===== src/logic/hsis_pkg.sv =====
// shared constants and types of the host serial interface select block
package hsis_pkg;

    // interface kinds, chosen once after reset
    typedef enum logic [3:0] {
        HSIS_DETECT = 4'b0001,
        HSIS_SPI    = 4'b0010,
        HSIS_UART   = 4'b0100,
        HSIS_I2C    = 4'b1000
    } hsis_mode_e;

    // address byte layout
    localparam int ADDR_DIR_BIT   = 7;
    localparam int ADDR_MSB       = 6;
    localparam int ADDR_LSB       = 1;
    localparam logic DIR_READ     = 1'b1;
    localparam logic [7:0] READ_END_BYTE = 8'h00;
    localparam logic [7:0] DONT_CARE_BYTE = 8'h00;

    // serial speed register layout and reset value (9.6 kBd)
    localparam int SPEED_EXP_MSB  = 7;
    localparam int SPEED_EXP_LSB  = 5;
    localparam int SPEED_MAN_MSB  = 4;
    localparam int SPEED_MAN_LSB  = 0;
    localparam logic [7:0] SERIAL_SPEED_RESET = 8'heb;
    localparam logic [12:0] MAN_OFFSET_EXP0 = 13'h0001;
    localparam logic [12:0] MAN_OFFSET_EXPN = 13'h0021;

    // cycles the pin synchronisers need before the strap pins are trusted
    localparam logic [2:0] DETECT_WAIT = 3'h5;

    // register access request produced by the spi slave
    typedef struct packed {
        logic       wr;
        logic       rd;
        logic [5:0] addr;
        logic [7:0] data;
    } hsis_reg_req_s;

    // uart side signals supplied by the framing logic
    typedef struct packed {
        logic tx;
        logic aux;
        logic rts;
    } hsis_uart_out_s;

endpackage


===== src/logic/hsis_sync3.sv =====
// three flip-flop pin synchroniser with agreement filter
`timescale 1ns/1ps
module hsis_sync3 (
    input  wire logic core_clk,
    input  wire logic sys_rst,
    input  wire logic pin,
    output logic      level
);
    logic q1;
    logic q2;
    logic q3;

    always_ff @(posedge core_clk or posedge sys_rst)
    begin
        if (sys_rst)
        begin
            q1 <= 1'b0;
            q2 <= 1'b0;
            q3 <= 1'b0;
        end
        else
        begin
            q1 <= pin;
            q2 <= q1;
            q3 <= q2;
        end
    end

    // a change counts once the second and third stages agree
    always_ff @(posedge core_clk or posedge sys_rst)
    begin
        if (sys_rst)
            level <= 1'b0;
        else if (q2 == q3)
            level <= q3;
    end
endmodule // hsis_sync3


===== src/logic/hsis_top.sv =====
// host interface select: strap detection, pin routing, spi slave, uart baud divider
// Notes on behaviour
// - after reset, pick interface from select and address-mode pins anew
// - shared pins take chip select/rx and miso/mosi/sck, tx/aux/rts or i2c roles
// - spi acts only as slave, master makes sck and drives mosi, to 10 Mbit/s
// - bytes shift msb first on mosi and miso
// - sample on sck rising edge, change miso on falling edge
// - burst read: address per byte, 00 ends; reply lags one slot, first don't care
// - write: one address byte then data bytes to that register; miso meaningless
// - address byte: bit 7 read when 1, bits 6..1 address, bit 0 zero
// - uart runs at 9.6 kBd after reset until reprogrammed
// - host writes serial speed register: 3-bit exponent, 5-bit mantissa set divider
// - exponent 0 and 1 give factor 1, then doubling; mantissa span 1..32 or 33..64
// - rts and aux outputs switched off while serial line enable is clear
`timescale 1ns/1ps
module hsis_top (
    input  wire logic                     core_clk,
    input  wire logic                     sys_rst,
    input  wire logic                     data_pin,
    input  wire logic                     i2c_select_pin,
    input  wire logic                     addr_mode_pin,
    input  wire logic                     d7_in,
    input  wire logic                     d6_in,
    input  wire logic                     d5_in,
    output logic                          d7_out,
    output logic                          d7_oe,
    output logic                          d6_out,
    output logic                          d6_oe,
    output logic                          d5_out,
    output logic                          d5_oe,
    output hsis_pkg::hsis_mode_e          host_if_mode,
    output hsis_pkg::hsis_reg_req_s       reg_req,
    input  wire logic [7:0]               reg_rd_data,
    input  wire hsis_pkg::hsis_uart_out_s uart_out,
    output logic                          uart_rx,
    input  wire logic                     serial_line_enable,
    input  wire logic                     speed_wr,
    input  wire logic [7:0]               speed_wr_data,
    output logic [7:0]                    serial_speed_register,
    output logic                          uart_baud_tick,
    output logic [1:0]                    i2c_addr_low,
    output logic                          i2c_scl
);
    logic                 s_data;
    logic                 s_sel;
    logic                 s_ea;
    logic                 s_d7;
    logic                 s_d6;
    logic                 s_d5;
    logic                 sck_d;
    logic [2:0]           wait_cnt;
    logic                 sck_rise;
    logic                 sck_fall;
    logic                 cs_active;
    logic [2:0]           bit_cnt;
    logic [7:0]           rx_sh;
    logic [7:0]           tx_sh;
    logic [7:0]           tx_next;
    logic                 first_byte;
    logic                 is_read;
    logic [5:0]           wr_addr;
    logic                 rd_pending;
    logic                 miso;
    logic [7:0]           next_rx;
    logic [12:0]          divisor;
    logic [12:0]          baud_cnt;
    logic [2:0]           speed_exp;
    logic [4:0]           speed_man;
    logic [12:0]          factor;
    logic [12:0]          span;

    hsis_sync3 u_s_data (.core_clk(core_clk), .sys_rst(sys_rst), .pin(data_pin),
                         .level(s_data));
    hsis_sync3 u_s_sel  (.core_clk(core_clk), .sys_rst(sys_rst), .pin(i2c_select_pin),
                         .level(s_sel));
    hsis_sync3 u_s_ea   (.core_clk(core_clk), .sys_rst(sys_rst), .pin(addr_mode_pin),
                         .level(s_ea));
    hsis_sync3 u_s_d7   (.core_clk(core_clk), .sys_rst(sys_rst), .pin(d7_in),
                         .level(s_d7));
    hsis_sync3 u_s_d6   (.core_clk(core_clk), .sys_rst(sys_rst), .pin(d6_in),
                         .level(s_d6));
    hsis_sync3 u_s_d5   (.core_clk(core_clk), .sys_rst(sys_rst), .pin(d5_in),
                         .level(s_d5));

    // strap detection once the synchronisers have settled
    always_ff @(posedge core_clk or posedge sys_rst)
    begin
        if (sys_rst)
        begin
            wait_cnt     <= 3'h0;
            host_if_mode <= hsis_pkg::HSIS_DETECT;
        end
        else
        begin
            case (host_if_mode)
                hsis_pkg::HSIS_DETECT:
                begin
                    if (wait_cnt == hsis_pkg::DETECT_WAIT)
                    begin
                        if (s_sel)
                            host_if_mode <= hsis_pkg::HSIS_I2C;
                        else if (s_ea)
                            host_if_mode <= hsis_pkg::HSIS_SPI;
                        else
                            host_if_mode <= hsis_pkg::HSIS_UART;
                    end
                    else
                        wait_cnt <= wait_cnt + 3'h1;
                end
                hsis_pkg::HSIS_SPI,
                hsis_pkg::HSIS_UART,
                hsis_pkg::HSIS_I2C:
                    host_if_mode <= host_if_mode;
                default:
                    host_if_mode <= hsis_pkg::HSIS_DETECT;
            endcase
        end
    end

    // spi edges, sampled from the synchronised serial clock on d5
    assign cs_active = (host_if_mode == hsis_pkg::HSIS_SPI) && !s_data;
    assign sck_rise  = cs_active && s_d5 && !sck_d;
    assign sck_fall  = cs_active && !s_d5 && sck_d;
    assign next_rx   = {rx_sh[6:0], s_d6};

    always_ff @(posedge core_clk or posedge sys_rst)
    begin
        if (sys_rst)
            sck_d <= 1'b0;
        else
            sck_d <= s_d5;
    end

    // receive side: slave only, master makes sck and drives mosi
    always_ff @(posedge core_clk or posedge sys_rst)
    begin
        if (sys_rst)
        begin
            bit_cnt    <= 3'h0;
            rx_sh      <= 8'h00;
            first_byte <= 1'b1;
            is_read    <= 1'b0;
            wr_addr    <= 6'h00;
            reg_req    <= '0;
            rd_pending <= 1'b0;
        end
        else
        begin
            reg_req.wr <= 1'b0;
            reg_req.rd <= 1'b0;
            rd_pending <= reg_req.rd;
            if (!cs_active)
            begin
                bit_cnt    <= 3'h0;
                first_byte <= 1'b1;
            end
            else if (sck_rise)
            begin
                rx_sh   <= next_rx;
                bit_cnt <= bit_cnt + 3'h1;
                if (bit_cnt == 3'h7)
                begin
                    first_byte <= 1'b0;
                    if (first_byte)
                    begin
                        is_read <= (next_rx[hsis_pkg::ADDR_DIR_BIT] == hsis_pkg::DIR_READ);
                        wr_addr <= next_rx[hsis_pkg::ADDR_MSB:hsis_pkg::ADDR_LSB];
                    end
                    if ((first_byte && next_rx[hsis_pkg::ADDR_DIR_BIT] == hsis_pkg::DIR_READ)
                        || (!first_byte && is_read && next_rx != hsis_pkg::READ_END_BYTE))
                    begin
                        reg_req.rd   <= 1'b1;
                        reg_req.addr <= next_rx[hsis_pkg::ADDR_MSB:hsis_pkg::ADDR_LSB];
                    end
                    else if (!first_byte && !is_read)
                    begin
                        reg_req.wr   <= 1'b1;
                        reg_req.addr <= wr_addr;
                        reg_req.data <= next_rx;
                    end
                end
            end
        end
    end

    // transmit side: next slot byte and msb-first shifter on falling edges
    always_ff @(posedge core_clk or posedge sys_rst)
    begin
        if (sys_rst)
        begin
            tx_next <= hsis_pkg::DONT_CARE_BYTE;
            tx_sh   <= hsis_pkg::DONT_CARE_BYTE;
            miso    <= 1'b0;
        end
        else if (!cs_active)
        begin
            tx_next <= hsis_pkg::DONT_CARE_BYTE;
            tx_sh   <= hsis_pkg::DONT_CARE_BYTE;
            miso    <= 1'b0;
        end
        else
        begin
            if (rd_pending)
                tx_next <= reg_rd_data;
            else if (sck_rise && bit_cnt == 3'h7)
                tx_next <= hsis_pkg::DONT_CARE_BYTE;
            if (sck_fall)
            begin
                if (bit_cnt == 3'h0)
                begin
                    miso  <= tx_next[7];
                    tx_sh <= {tx_next[6:0], 1'b0};
                end
                else
                begin
                    miso  <= tx_sh[7];
                    tx_sh <= {tx_sh[6:0], 1'b0};
                end
            end
        end
    end

    // serial speed register and baud divider
    always_ff @(posedge core_clk or posedge sys_rst)
    begin
        if (sys_rst)
            serial_speed_register <= hsis_pkg::SERIAL_SPEED_RESET;
        else if (speed_wr)
            serial_speed_register <= speed_wr_data;
    end

    assign speed_exp = serial_speed_register[hsis_pkg::SPEED_EXP_MSB:hsis_pkg::SPEED_EXP_LSB];
    assign speed_man = serial_speed_register[hsis_pkg::SPEED_MAN_MSB:hsis_pkg::SPEED_MAN_LSB];

    always_comb
    begin
        if (speed_exp <= 3'h1)
            factor = 13'h0001;
        else
            factor = 13'h0001 << (speed_exp - 3'h1);
        if (speed_exp == 3'h0)
            span = {8'h00, speed_man} + hsis_pkg::MAN_OFFSET_EXP0;
        else
            span = {8'h00, speed_man} + hsis_pkg::MAN_OFFSET_EXPN;
        divisor = 13'(factor * span);
    end

    always_ff @(posedge core_clk or posedge sys_rst)
    begin
        if (sys_rst)
        begin
            baud_cnt       <= 13'h0000;
            uart_baud_tick <= 1'b0;
        end
        else if (host_if_mode != hsis_pkg::HSIS_UART || baud_cnt >= divisor - 13'h0001)
        begin
            baud_cnt       <= 13'h0000;
            uart_baud_tick <= (host_if_mode == hsis_pkg::HSIS_UART);
        end
        else
        begin
            baud_cnt       <= baud_cnt + 13'h0001;
            uart_baud_tick <= 1'b0;
        end
    end

    // shared pin routing per mode
    always_ff @(posedge core_clk or posedge sys_rst)
    begin
        if (sys_rst)
        begin
            d7_out       <= 1'b0;
            d7_oe        <= 1'b0;
            d6_out       <= 1'b0;
            d6_oe        <= 1'b0;
            d5_out       <= 1'b0;
            d5_oe        <= 1'b0;
            uart_rx      <= 1'b1;
            i2c_addr_low <= 2'h0;
            i2c_scl      <= 1'b1;
        end
        else
        begin
            d7_out       <= 1'b0;
            d7_oe        <= 1'b0;
            d6_out       <= 1'b0;
            d6_oe        <= 1'b0;
            d5_out       <= 1'b0;
            d5_oe        <= 1'b0;
            uart_rx      <= 1'b1;
            i2c_addr_low <= i2c_addr_low;
            i2c_scl      <= 1'b1;
            case (host_if_mode)
                hsis_pkg::HSIS_SPI:
                begin
                    d7_out <= miso;
                    d7_oe  <= cs_active;
                end
                hsis_pkg::HSIS_UART:
                begin
                    uart_rx <= s_data;
                    d7_out  <= uart_out.tx;
                    d7_oe   <= 1'b1;
                    d6_out  <= uart_out.aux;
                    d6_oe   <= serial_line_enable;
                    d5_out  <= uart_out.rts;
                    d5_oe   <= serial_line_enable;
                end
                hsis_pkg::HSIS_I2C:
                begin
                    i2c_scl      <= s_d7;
                    i2c_addr_low <= {s_d5, s_d6};
                end
                default:
                    d7_oe <= 1'b0;
            endcase
        end
    end
endmodule // hsis_top

===== config.mk =====
export PLATFORM = sky130hd
export DESIGN_NAME = hsis_top
export DESIGN_NICKNAME = d
export VERILOG_FILES = /design/src/logic/hsis_pkg.sv /design/src/logic/hsis_sync3.sv /design/src/logic/hsis_top.sv
export SDC_FILE = /design/constraint.sdc
export NUM_CORES = 1
export LEC_CHECK = 0
export BUFFER_PORTS_ARGS = -buffer_cell sky130_fd_sc_hd__buf_2
export CAP_MARGIN = 20
export CELL_PAD_IN_SITES_DETAIL_PLACEMENT = 1
export CELL_PAD_IN_SITES_GLOBAL_PLACEMENT = 1
export CORE_ASPECT_RATIO = 0.6
export CORE_MARGIN = 1.5
export CORE_UTILIZATION = 40
export CTS_CLUSTER_SIZE = 12
export DETAILED_ROUTE_END_ITERATION = 12
export MAX_ROUTING_LAYER = met4
export PLACE_DENSITY_LB_ADDON = 0.1
export SLEW_MARGIN = 25
export SYNTH_ARGS = -nofsm -noshare
export SYNTH_HDL_FRONTEND = slang
export SYNTH_SLANG_ARGS = --single-unit

===== constraint.sdc =====
create_clock -name core_clk -period 6.5 [get_ports core_clk]
set_input_delay 1.95 -clock core_clk [delete_from_list [all_inputs] [get_ports core_clk]]
set_output_delay 1.95 -clock core_clk [all_outputs]
set_load 0.01 [all_outputs]

==> results of run 1 <==
## final timing paths
path                       cells after the start                          end                            startpoint
max                                           22     uart_baud_tick$_DFF_PP0_  serial_speed_register[6]$_DFFE_PP1P_
min                                            0          u_s_d6.q2$_DFF_PP0_                   u_s_d6.q1$_DFF_PP0_
max reg2reg                                   22     uart_baud_tick$_DFF_PP0_  serial_speed_register[6]$_DFFE_PP1P_
min reg2reg                                    0          u_s_d6.q2$_DFF_PP0_                   u_s_d6.q1$_DFF_PP0_
max in group asynchronous                      3  host_if_mode[0]$_DFFE_PP1P_                               sys_rst
min in group asynchronous                      2       reg_req[3]$_DFFE_PP0P_                               sys_rst
## per-stage QoR
stage,instance area [sq um],setup TNS (ns),instances
5_1_grt,8360,-0.759,959
6_report,8360,0,959
3_5_place_dp,7530,-4.40,920
4_1_cts,8150,0,952
2_1_floorplan,6820,0,620
3_3_place_gp,7530,-1.17,920
## kinds of logic after synthesis
kind of cell | synth area share (%)
and+or+nand+nor | 11.9
DFF | 42.3
buffers and inverters | 5.69
adders and majority gates | 19.8
AOI/OAI and AO/OA | 8.38
muxes | 7.33
xor gates and xnor gates | 4.60
## layout make-up
cell class              count  area [sq um]
well taps                 228           285
clock inverters            14           141
repair buffers             98           584
flip-flops and latches    114          2870
clock buffers              18           429
inverters                  82           310
fillers                  1821          8030
multi-input cells         405          3750
## repair_timing
action / 4_1_cts / 5_1_grt
cloned: 0 / 1
gates resized for setup: 8 / 38
endpoints found under the setup margin: 14 / 14
pin swaps: 0 / 13
buffers inserted: 0 / 6
## per-layer routing
metal	up-vias	routed length (um)	part of all wire, %	track usage, %
li1	2280	-	-	-
met1	2425	8860	54	29.1
met2	64	7060	43	29.2
met3	6	440	2.7	4.59
met4	0	60	0.37	3.51
met5	-	0	0	-
## state kept, by name, indices dropped and copies added (netlist names), 2 cells and up
register,flops
reg_req,16
baud_cnt,13
serial_speed_register,8
tx_next,8
rx_sh,7
tx_sh,7
wr_addr,6
host_if_mode,4
bit_cnt,3
wait_cnt,3
i2c_addr_low,2
## power groups by stage
stage                     Clock (W)  Sequential (W)  Combinational (W)
final                      0.000902        0.000812            0.00104
after global routing       0.000958        0.000820            0.00118
after floorplan                   0        0.000814           0.000669
after global placement            0        0.000818           0.000894
after CTS                  0.000928        0.000810           0.000949
after detailed placement          0        0.000820           0.000926
## critical path, delay by kind of cell (launching register included)
family	cells	cell delay, ns
adder cells (fa/ha/maj)	7	2.90
AO/OA/AOI/OAI	6	1.16
AND/OR/NAND/NOR	6	0.99
flip-flops	1	0.54
buffers and inverters	2	0.38
XOR/XNOR	1	0.25
## placed cells by master (no fill, tap or decap), types with 3 or more instances in the layout
| cell | netlist | final |
|---|---|---|
| sky130_fd_sc_hd__buf_2 | 2 | 67 |
| sky130_fd_sc_hd__inv_1 | 82 | 81 |
| sky130_fd_sc_hd__xor2_1 | 16 | 15 |
| sky130_fd_sc_hd__nand3_1 | 12 | 11 |
| sky130_fd_sc_hd__nor2_1 | 56 | 48 |
| sky130_fd_sc_hd__clkinvlp_4 | 0 | 4 |
| sky130_fd_sc_hd__a21oi_1 | 12 | 10 |
| sky130_fd_sc_hd__nand3b_1 | 4 | 4 |
| sky130_fd_sc_hd__a211oi_1 | 23 | 12 |
| sky130_fd_sc_hd__fa_1 | 34 | 33 |
| sky130_fd_sc_hd__buf_4 | 1 | 29 |
| sky130_fd_sc_hd__a22o_1 | 14 | 14 |
| sky130_fd_sc_hd__xnor2_1 | 17 | 14 |
| sky130_fd_sc_hd__nand2b_1 | 4 | 4 |
| sky130_fd_sc_hd__xnor2_2 | 0 | 3 |
| sky130_fd_sc_hd__o21ai_0 | 9 | 8 |
| sky130_fd_sc_hd__ha_4 | 0 | 3 |
| sky130_fd_sc_hd__mux2i_1 | 8 | 8 |
| sky130_fd_sc_hd__and3_1 | 7 | 7 |
| sky130_fd_sc_hd__ha_1 | 48 | 43 |
| sky130_fd_sc_hd__dfrtp_1 | 104 | 104 |
| sky130_fd_sc_hd__nor2_2 | 1 | 8 |
| sky130_fd_sc_hd__a211oi_2 | 0 | 11 |
| sky130_fd_sc_hd__dfstp_2 | 10 | 10 |
| sky130_fd_sc_hd__nand2_1 | 42 | 42 |
| sky130_fd_sc_hd__nor2b_1 | 4 | 4 |
| sky130_fd_sc_hd__maj3_1 | 6 | 6 |
| sky130_fd_sc_hd__clkinv_4 | 0 | 3 |
| sky130_fd_sc_hd__mux2_2 | 37 | 37 |
| sky130_fd_sc_hd__clkinv_2 | 0 | 5 |
| sky130_fd_sc_hd__nor3_1 | 4 | 4 |
| sky130_fd_sc_hd__a21o_1 | 5 | 5 |
| sky130_fd_sc_hd__clkbuf_16 | 0 | 17 |
==> impl_results.html, run 1 <==
<table>
<tr><th>Metric</th><th>Value</th></tr>
<tr><th colspan="2">Pwr</th></tr>
<tr><td>Share of power burned in registers</td><td>29.5%</td></tr>
<tr><td>Switching share of total power</td><td>35.6%</td></tr>
<tr><td>Static power due to leakage</td><td>4.06 nW</td></tr>
<tr><td>Design internal power</td><td>0.00177 W</td></tr>
<tr><td>Net switching power</td><td>0.000981 W</td></tr>
<tr><td>Power share of the clock group</td><td>32.8%</td></tr>
<tr><td>Largest vdd supply drop</td><td>0.171 mV</td></tr>
<tr><td>Share of total power in combinational logic</td><td>37.7%</td></tr>
<tr><td>Final total power</td><td>0.00275 W</td></tr>
<tr><td>Power density normalized to cell area</td><td>329 nW/um^2</td></tr>
<tr><th colspan="2">Timing</th></tr>
<tr><td>Min cycle time layout</td><td>6.35 ns</td></tr>
<tr><td>Remaining max-slew budget at the tightest pin</td><td>35.1%</td></tr>
<tr><td>Least-Margin Pin Slew</td><td>0.972 ns</td></tr>
<tr><td>Max-slew violation total from the final report</td><td>0</td></tr>
<tr><td>Worst hold margin</td><td>0.348 ns</td></tr>
<tr><td>Fin Clk Skew</td><td>0.0101 ns</td></tr>
<tr><td>Final Worst Setup Slack</td><td>0.146 ns</td></tr>
<tr><td>Number of hold violations in the final report</td><td>0</td></tr>
<tr><td>Number of setup violations in the final report</td><td>0</td></tr>
<tr><td>Max Clock Freq</td><td>0.157 GHz</td></tr>
<tr><td>Final cycle utilization of the critical path</td><td>97.8%</td></tr>
<tr><th colspan="2">Clock network</th></tr>
<tr><td>Clock tree from TritonCTS</td><td>done</td></tr>
<tr><td>Clock Sinks</td><td>114</td></tr>
<tr><td>Clock latency at the later pin of the worst-skew pair</td><td>0.41 ns</td></tr>
<tr><td>Worst-path clk slew</td><td>0.05 ns</td></tr>
<tr><td>Number of buffers added to fix hold violations after cts</td><td>0</td></tr>
<tr><td>Maximum level of the CTS H-tree</td><td>4</td></tr>
<tr><td>Max clock buf depth</td><td>2</td></tr>
<tr><td>CTS buffer count</td><td>17</td></tr>
<tr><td>Root buffer selected by CTS</td><td>sky130_fd_sc_hd__clkbuf_16</td></tr>
<tr><th colspan="2">Die</th></tr>
<tr><td>Area of the die</td><td>17800 sq um</td></tr>
<tr><td>Die extent in x</td><td>171 um</td></tr>
<tr><td>Rows</td><td>36</td></tr>
<tr><td>Die height</td><td>104 um</td></tr>
<tr><td>Starting density of the core</td><td>41.3%</td></tr>
<tr><td>Core footprint</td><td>16400 sq um</td></tr>
<tr><td>Number of I/O pins</td><td>68</td></tr>
<tr><th colspan="2">Synth</th></tr>
<tr><td>List of most frequent post-synthesis cells</td><td>104 x sky130_fd_sc_hd__dfrtp_1, 82 x sky130_fd_sc_hd__inv_1, 56 x sky130_fd_sc_hd__nor2_1, 48 x sky130_fd_sc_hd__ha_1, 42 x sky130_fd_sc_hd__nand2_1</td></tr>
<tr><td>Cell count after synthesis</td><td>620</td></tr>
<tr><td>Post-synth ARST share</td><td>100%</td></tr>
<tr><td>Main synth FF type</td><td>sky130_fd_sc_hd__dfrtp_1</td></tr>
<tr><td>Portion of the post-synthesis area used by sequential elements</td><td>42.3%</td></tr>
<tr><td>Post-synth net total</td><td>731</td></tr>
<tr><td>Count of unique library cells instantiated by Yosys</td><td>57</td></tr>
<tr><td>Post-synth design cell area</td><td>6780 sq um</td></tr>
<tr><td>Cell types with the largest area share after synthesis</td><td>sky130_fd_sc_hd__dfrtp_1 38%, sky130_fd_sc_hd__fa_1 10%, sky130_fd_sc_hd__ha_1 8.9%</td></tr>
<tr><td>Top-area cell type share of the netlist area</td><td>38.4%</td></tr>
<tr><td>Warnings, synthesis</td><td>0</td></tr>
<tr><td>Avg Synthesized Cell Area</td><td>10.9 sq um</td></tr>
<tr><td>Number of enable-type register cells in the synthesized netlist</td><td>0</td></tr>
<tr><td>Cell type contributing the most total cell area after synthesis</td><td>sky130_fd_sc_hd__dfrtp_1</td></tr>
<tr><td>Top-count cell post-synth</td><td>sky130_fd_sc_hd__dfrtp_1</td></tr>
<tr><td>Register bit count reported by yosys</td><td>114</td></tr>
<tr><th colspan="2">Setup path</th></tr>
<tr><td>Critical Path RT</td><td>6.79 ns</td></tr>
<tr><td>Worst path slowest cell</td><td>sky130_fd_sc_hd__fa_2</td></tr>
<tr><td>Setup slack, reg-to-reg</td><td>0.15 ns</td></tr>
<tr><td>Element type at the critical path end</td><td>flop</td></tr>
<tr><td>Sort of element at the start of the critical path</td><td>flop</td></tr>
<tr><td>Crit-path max FO</td><td>7</td></tr>
<tr><td>Cell occurring most often along the worst timing path</td><td>sky130_fd_sc_hd__fa_1</td></tr>
<tr><td>Ordered list of cells on the worst path</td><td>nor2_2 -&gt; ha_4 -&gt; buf_4 -&gt; or3b_4 -&gt; nor2_2 -&gt; fa_1 -&gt; fa_2 -&gt; fa_1 -&gt; fa_1 -&gt; ha_2 -&gt; nand3_1 -&gt; o22ai_2 -&gt; o221ai_2 -&gt; a21oi_2 -&gt; xnor3_1 -&gt; ha_1 -&gt; a211oi_2 -&gt; nand2_1 -&gt; a2111oi_2 -&gt; o21ai_1 -&gt; buf_4 -&gt; and3b_1</td></tr>
<tr><td>Arrival time worst endpoint</td><td>6.65 ns</td></tr>
<tr><td>Critical path class</td><td>flop to flop</td></tr>
<tr><td>Largest incremental delay on the critical path</td><td>0.59 ns</td></tr>
<tr><th colspan="2">Global routing</th></tr>
<tr><td>Overall track demand over capacity in global routing</td><td>20.2%</td></tr>
<tr><td>Global-route congestion overflow total</td><td>0</td></tr>
<tr><td>Pin count of the biggest net entering global routing</td><td>74</td></tr>
<tr><td>Vias in the first global route</td><td>5270</td></tr>
<tr><td>Initial antenna violation count</td><td>0</td></tr>
<tr><td>First-pass GRT wire length</td><td>27.2 mm</td></tr>
<tr><th colspan="2">Drt</th></tr>
<tr><td>Final antenna-violating net count</td><td>0</td></tr>
<tr><td>Vias</td><td>4775</td></tr>
<tr><td>Detailed-route wire length per cell</td><td>17.1 um</td></tr>
<tr><td>Final wirelength</td><td>16.4 mm</td></tr>
<tr><td>Drt first-iter violations</td><td>180</td></tr>
<tr><td>DRT Pass-1 Iters</td><td>4</td></tr>
<tr><td>Ratio of routed vias to standard cells</td><td>4.98</td></tr>
<tr><td>Residual DRC count</td><td>0</td></tr>
<tr><th colspan="2">Placed design</th></tr>
<tr><td>Final weighted congestion in routability-driven placement</td><td>0.824</td></tr>
<tr><td>Worst slack at placement</td><td>-0.352 ns</td></tr>
<tr><td>Count of buffers inserted at the top-level ports</td><td>67</td></tr>
<tr><td>Half-perimeter wire length of the detailed placement result</td><td>11.8 mm</td></tr>
<tr><th colspan="2">Flow run</th></tr>
<tr><td>Maxcap violations</td><td>0</td></tr>
<tr><th colspan="2">Layout</th></tr>
<tr><td>Area growth, synth to finish</td><td>23.4%</td></tr>
<tr><td>Layout net count</td><td>829</td></tr>
<tr><td>Number of inserted diodes</td><td>0</td></tr>
<tr><td>End-of-flow core utilization</td><td>51.0%</td></tr>
<tr><td>Ratio of cells with drive above 1 in the final layout</td><td>30.9%</td></tr>
<tr><th colspan="2">Min path</th></tr>
<tr><td>Type of the tightest min-delay check</td><td>flop to flop</td></tr>
<tr><th colspan="2">Run status</th></tr>
<tr><td>Outcome</td><td>finished clean</td></tr>
</table>
Power figures use the tool's default switching activity.
==> inputs of run 2 (changes only) <==
--- a/config.mk
+++ b/config.mk
@@ -12,6 +12,7 @@
 export CORE_ASPECT_RATIO = 0.6
 export CORE_MARGIN = 1.5
 export CORE_UTILIZATION = 40
+export CTS_BUF_LIST = sky130_fd_sc_hd__clkbuf_16
 export CTS_CLUSTER_SIZE = 12
 export DETAILED_ROUTE_END_ITERATION = 12
 export MAX_ROUTING_LAYER = met4
==> impl_results.html, run 2 (synthesis results as in run 1) <==
<table>
<tr><th>Metric</th><th>Value</th></tr>
<tr><th colspan="2">Pwr</th></tr>
<tr><td>Share of total power in combinational logic</td><td>37.7%</td></tr>
<tr><td>Power density normalized to cell area</td><td>329 nW/um^2</td></tr>
<tr><td>Share of power burned in registers</td><td>29.5%</td></tr>
<tr><td>Largest vdd supply drop</td><td>0.171 mV</td></tr>
<tr><td>Design internal power</td><td>0.00177 W</td></tr>
<tr><td>Final total power</td><td>0.00275 W</td></tr>
<tr><td>Switching share of total power</td><td>35.7%</td></tr>
<tr><td>Static power due to leakage</td><td>4.07 nW</td></tr>
<tr><td>Net switching power</td><td>0.000981 W</td></tr>
<tr><td>Power share of the clock group</td><td>32.8%</td></tr>
<tr><th colspan="2">Setup path</th></tr>
<tr><td>Origin of the critical flop-to-flop path</td><td>serial_speed_register[6]$_DFFE_PP1P_</td></tr>
<tr><td>Sort of element at the start of the critical path</td><td>flop</td></tr>
<tr><td>Setup slack, reg-to-reg</td><td>0.15 ns</td></tr>
<tr><td>R2R depth</td><td>22</td></tr>
<tr><td>Crit-path max FO</td><td>7</td></tr>
<tr><td>Endpoint of the lowest-slack register-to-register path</td><td>uart_baud_tick$_DFF_PP0_</td></tr>
<tr><td>Element type at the critical path end</td><td>flop</td></tr>
<tr><td>Critical path class</td><td>flop to flop</td></tr>
<tr><td>Critical Path RT</td><td>6.79 ns</td></tr>
<tr><td>Arrival time worst endpoint</td><td>6.65 ns</td></tr>
<tr><th colspan="2">Layout</th></tr>
<tr><td>Largest registers ranked by flip-flop count</td><td>reg_req: 16 flops, baud_cnt: 13 flops</td></tr>
<tr><td>Fillers</td><td>1821</td></tr>
<tr><td>End-of-flow core utilization</td><td>51.0%</td></tr>
<tr><td>Layout Cells excl Fill</td><td>959</td></tr>
<tr><td>Commonest non-fill, non-tap cell in the layout</td><td>sky130_fd_sc_hd__dfrtp_1</td></tr>
<tr><td>Most frequent cells in the layout</td><td>104 x sky130_fd_sc_hd__dfrtp_1, 82 x sky130_fd_sc_hd__inv_1, 67 x sky130_fd_sc_hd__buf_2</td></tr>
<tr><td>Number of flip-flops under the largest register name</td><td>16</td></tr>
<tr><td>Ratio of cells with drive above 1 in the final layout</td><td>30.9%</td></tr>
<tr><td>Layout net count</td><td>829</td></tr>
<tr><td>Area growth, synth to finish</td><td>23.4%</td></tr>
<tr><td>Register bank with the most flops</td><td>reg_req</td></tr>
<tr><td>Final Instance Area</td><td>8360 sq um</td></tr>
<tr><td>Number of inserted diodes</td><td>0</td></tr>
<tr><th colspan="2">Clock network</th></tr>
<tr><td>Root buffer selected by CTS</td><td>sky130_fd_sc_hd__clkbuf_16</td></tr>
<tr><td>Max clock buf depth</td><td>2</td></tr>
<tr><td>Number of buffers added to fix hold violations after cts</td><td>0</td></tr>
<tr><td>Clock Sinks</td><td>114</td></tr>
<tr><td>Maximum level of the CTS H-tree</td><td>4</td></tr>
<tr><td>CTS buffer count</td><td>17</td></tr>
<tr><td>Clock tree from TritonCTS</td><td>done</td></tr>
<tr><td>Worst-path clk slew</td><td>0.05 ns</td></tr>
<tr><td>Clock latency at the later pin of the worst-skew pair</td><td>0.41 ns</td></tr>
<tr><th colspan="2">Run status</th></tr>
<tr><td>Outcome</td><td>finished clean</td></tr>
<tr><th colspan="2">Min path</th></tr>
<tr><td>Type of the tightest min-delay check</td><td>flop to flop</td></tr>
<tr><td>WHS Endpoint</td><td>u_s_d6.q2$_DFF_PP0_</td></tr>
<tr><td>Startpoint of the worst hold path</td><td>u_s_d6.q1$_DFF_PP0_</td></tr>
<tr><td>Worst hold path depth</td><td>0</td></tr>
<tr><th colspan="2">Drt</th></tr>
<tr><td>Drt first-iter violations</td><td>180</td></tr>
<tr><td>Residual DRC count</td><td>0</td></tr>
<tr><td>Detailed-route wire length per cell</td><td>17.1 um</td></tr>
<tr><td>Ratio of routed vias to standard cells</td><td>4.98</td></tr>
<tr><td>Vias</td><td>4775</td></tr>
<tr><td>Final antenna-violating net count</td><td>0</td></tr>
<tr><td>DRT Pass-1 Iters</td><td>4</td></tr>
<tr><td>Final wirelength</td><td>16.4 mm</td></tr>
<tr><th colspan="2">Global routing</th></tr>
<tr><td>Overall track demand over capacity in global routing</td><td>20.2%</td></tr>
<tr><td>Global-route congestion overflow total</td><td>0</td></tr>
<tr><td>Initial antenna violation count</td><td>0</td></tr>
<tr><td>Pin count of the biggest net entering global routing</td><td>74</td></tr>
<tr><td>Vias in the first global route</td><td>5270</td></tr>
<tr><td>First-pass GRT wire length</td><td>27.2 mm</td></tr>
<tr><th colspan="2">Timing</th></tr>
<tr><td>Number of setup violations in the final report</td><td>0</td></tr>
<tr><td>Number of hold violations in the final report</td><td>0</td></tr>
<tr><td>Min cycle time layout</td><td>6.35 ns</td></tr>
<tr><td>Remaining max-slew budget at the tightest pin</td><td>35.1%</td></tr>
<tr><td>Final cycle utilization of the critical path</td><td>97.8%</td></tr>
<tr><td>Max-slew violation total from the final report</td><td>0</td></tr>
<tr><td>Final Worst Setup Slack</td><td>0.146 ns</td></tr>
<tr><td>Max Clock Freq</td><td>0.157 GHz</td></tr>
<tr><td>Least-Margin Pin Slew</td><td>0.972 ns</td></tr>
<tr><td>Fin Clk Skew</td><td>0.0101 ns</td></tr>
<tr><th colspan="2">Die</th></tr>
<tr><td>Number of I/O pins</td><td>68</td></tr>
<tr><td>Area of the die</td><td>17800 sq um</td></tr>
<tr><td>Rows</td><td>36</td></tr>
<tr><td>Starting density of the core</td><td>41.3%</td></tr>
<tr><td>Die height</td><td>104 um</td></tr>
<tr><td>Core footprint</td><td>16400 sq um</td></tr>
<tr><td>Die extent in x</td><td>171 um</td></tr>
<tr><th colspan="2">Placed design</th></tr>
<tr><td>Total cell area at the placement stage</td><td>7530 sq um</td></tr>
<tr><td>Final weighted congestion in routability-driven placement</td><td>0.824</td></tr>
<tr><td>Cells after DPL</td><td>920</td></tr>
<tr><td>Count of buffers inserted at the top-level ports</td><td>67</td></tr>
<tr><td>Half-perimeter wire length of the detailed placement result</td><td>11.8 mm</td></tr>
<tr><td>Worst slack at placement</td><td>-0.352 ns</td></tr>
<tr><th colspan="2">Flow run</th></tr>
<tr><td>Maxcap violations</td><td>0</td></tr>
</table>
run 2: cell count changes in the layout (fill, tap and decap cells not counted), sizes merged:
cell    change
clkbuf      -1
inv         +1
run 2: worst max path at each step:
stage               slack [ns]                       end                                  from
floorplan                 0.02    baud_cnt[10]$_DFF_PP0_  serial_speed_register[5]$_DFFE_PP1P_
global placement         -0.09    baud_cnt[11]$_DFF_PP0_  serial_speed_register[7]$_DFFE_PP1P_
detailed placement       -0.35    baud_cnt[11]$_DFF_PP0_  serial_speed_register[7]$_DFFE_PP1P_
CTS                       0.02    baud_cnt[11]$_DFF_PP0_  serial_speed_register[6]$_DFFE_PP1P_
global route             -0.07     baud_cnt[6]$_DFF_PP0_  serial_speed_register[6]$_DFFE_PP1P_
finish                    0.15  uart_baud_tick$_DFF_PP0_  serial_speed_register[6]$_DFFE_PP1P_
run 2: layer usage:
layer | share of wire [%] | vias up | global-route usage (%)
li1 | - | 2280 | -
met1 | 54 | 2425 | 29.1
met2 | 43 | 64 | 29.2
met3 | 2.7 | 6 | 4.59
met4 | 0.37 | 0 | 3.51
met5 | 0 | - | -
run 2: layout make-up:
cell class	instances	area (sq um)	share of cell area [%]
Clock buffer	17	425	5.09
Inverter	82	310	3.71
Clock inverter	15	145	1.74
Multi-Input combinational cell	405	3750	44.8
Timing Repair Buffer	98	584	6.99
Tap cell	228	285	3.41
Sequential cell	114	2870	34.3
run 2: timing repair:
action | CTS | global route
setup endpoints to repair | 14 | 14
buffers inserted | 0 | 6
pin swaps | 0 | 13
cloned | 0 | 1
resized for setup | 8 | 38
run 2: per-stage QoR:
stage | TNS (ns) | hold slack [ns]
global placement | -1.17 | 0.335
global route | -0.759 | 0.354
CTS | 0 | 0.350
floorplan | 0 | 0.331
detailed placement | -4.40 | 0.336
finish | 0 | 0.348
run 2: critical path, cell delays in order (launching register included):
cell and delay, ns:
sky130_fd_sc_hd__dfstp_2 0.54, sky130_fd_sc_hd__nor2_2 0.05, sky130_fd_sc_hd__ha_4 0.26, sky130_fd_sc_hd__buf_4 0.17, sky130_fd_sc_hd__or3b_4 0.44, sky130_fd_sc_hd__nor2_2 0.12
sky130_fd_sc_hd__fa_1 0.47, sky130_fd_sc_hd__fa_2 0.59, sky130_fd_sc_hd__fa_1 0.44, sky130_fd_sc_hd__fa_1 0.47, sky130_fd_sc_hd__ha_2 0.35, sky130_fd_sc_hd__nand3_1 0.09
sky130_fd_sc_hd__o22ai_2 0.24, sky130_fd_sc_hd__o221ai_2 0.16, sky130_fd_sc_hd__a21oi_2 0.15, sky130_fd_sc_hd__xnor3_1 0.25, sky130_fd_sc_hd__ha_1 0.32, sky130_fd_sc_hd__a211oi_2 0.22
sky130_fd_sc_hd__nand2_1 0.12, sky130_fd_sc_hd__a2111oi_2 0.21, sky130_fd_sc_hd__o21ai_1 0.18, sky130_fd_sc_hd__buf_4 0.21, sky130_fd_sc_hd__and3b_1 0.17
run 2: power groups by stage:
stage                     Combinational [W]  Sequential [W]  Clock [W]
after floorplan                    0.000669        0.000814          0
after global placement             0.000894        0.000818          0
after detailed placement           0.000926        0.000820          0
after CTS                          0.000949        0.000810   0.000927
after global routing                0.00118        0.000820   0.000956
final                               0.00104        0.000812   0.000901
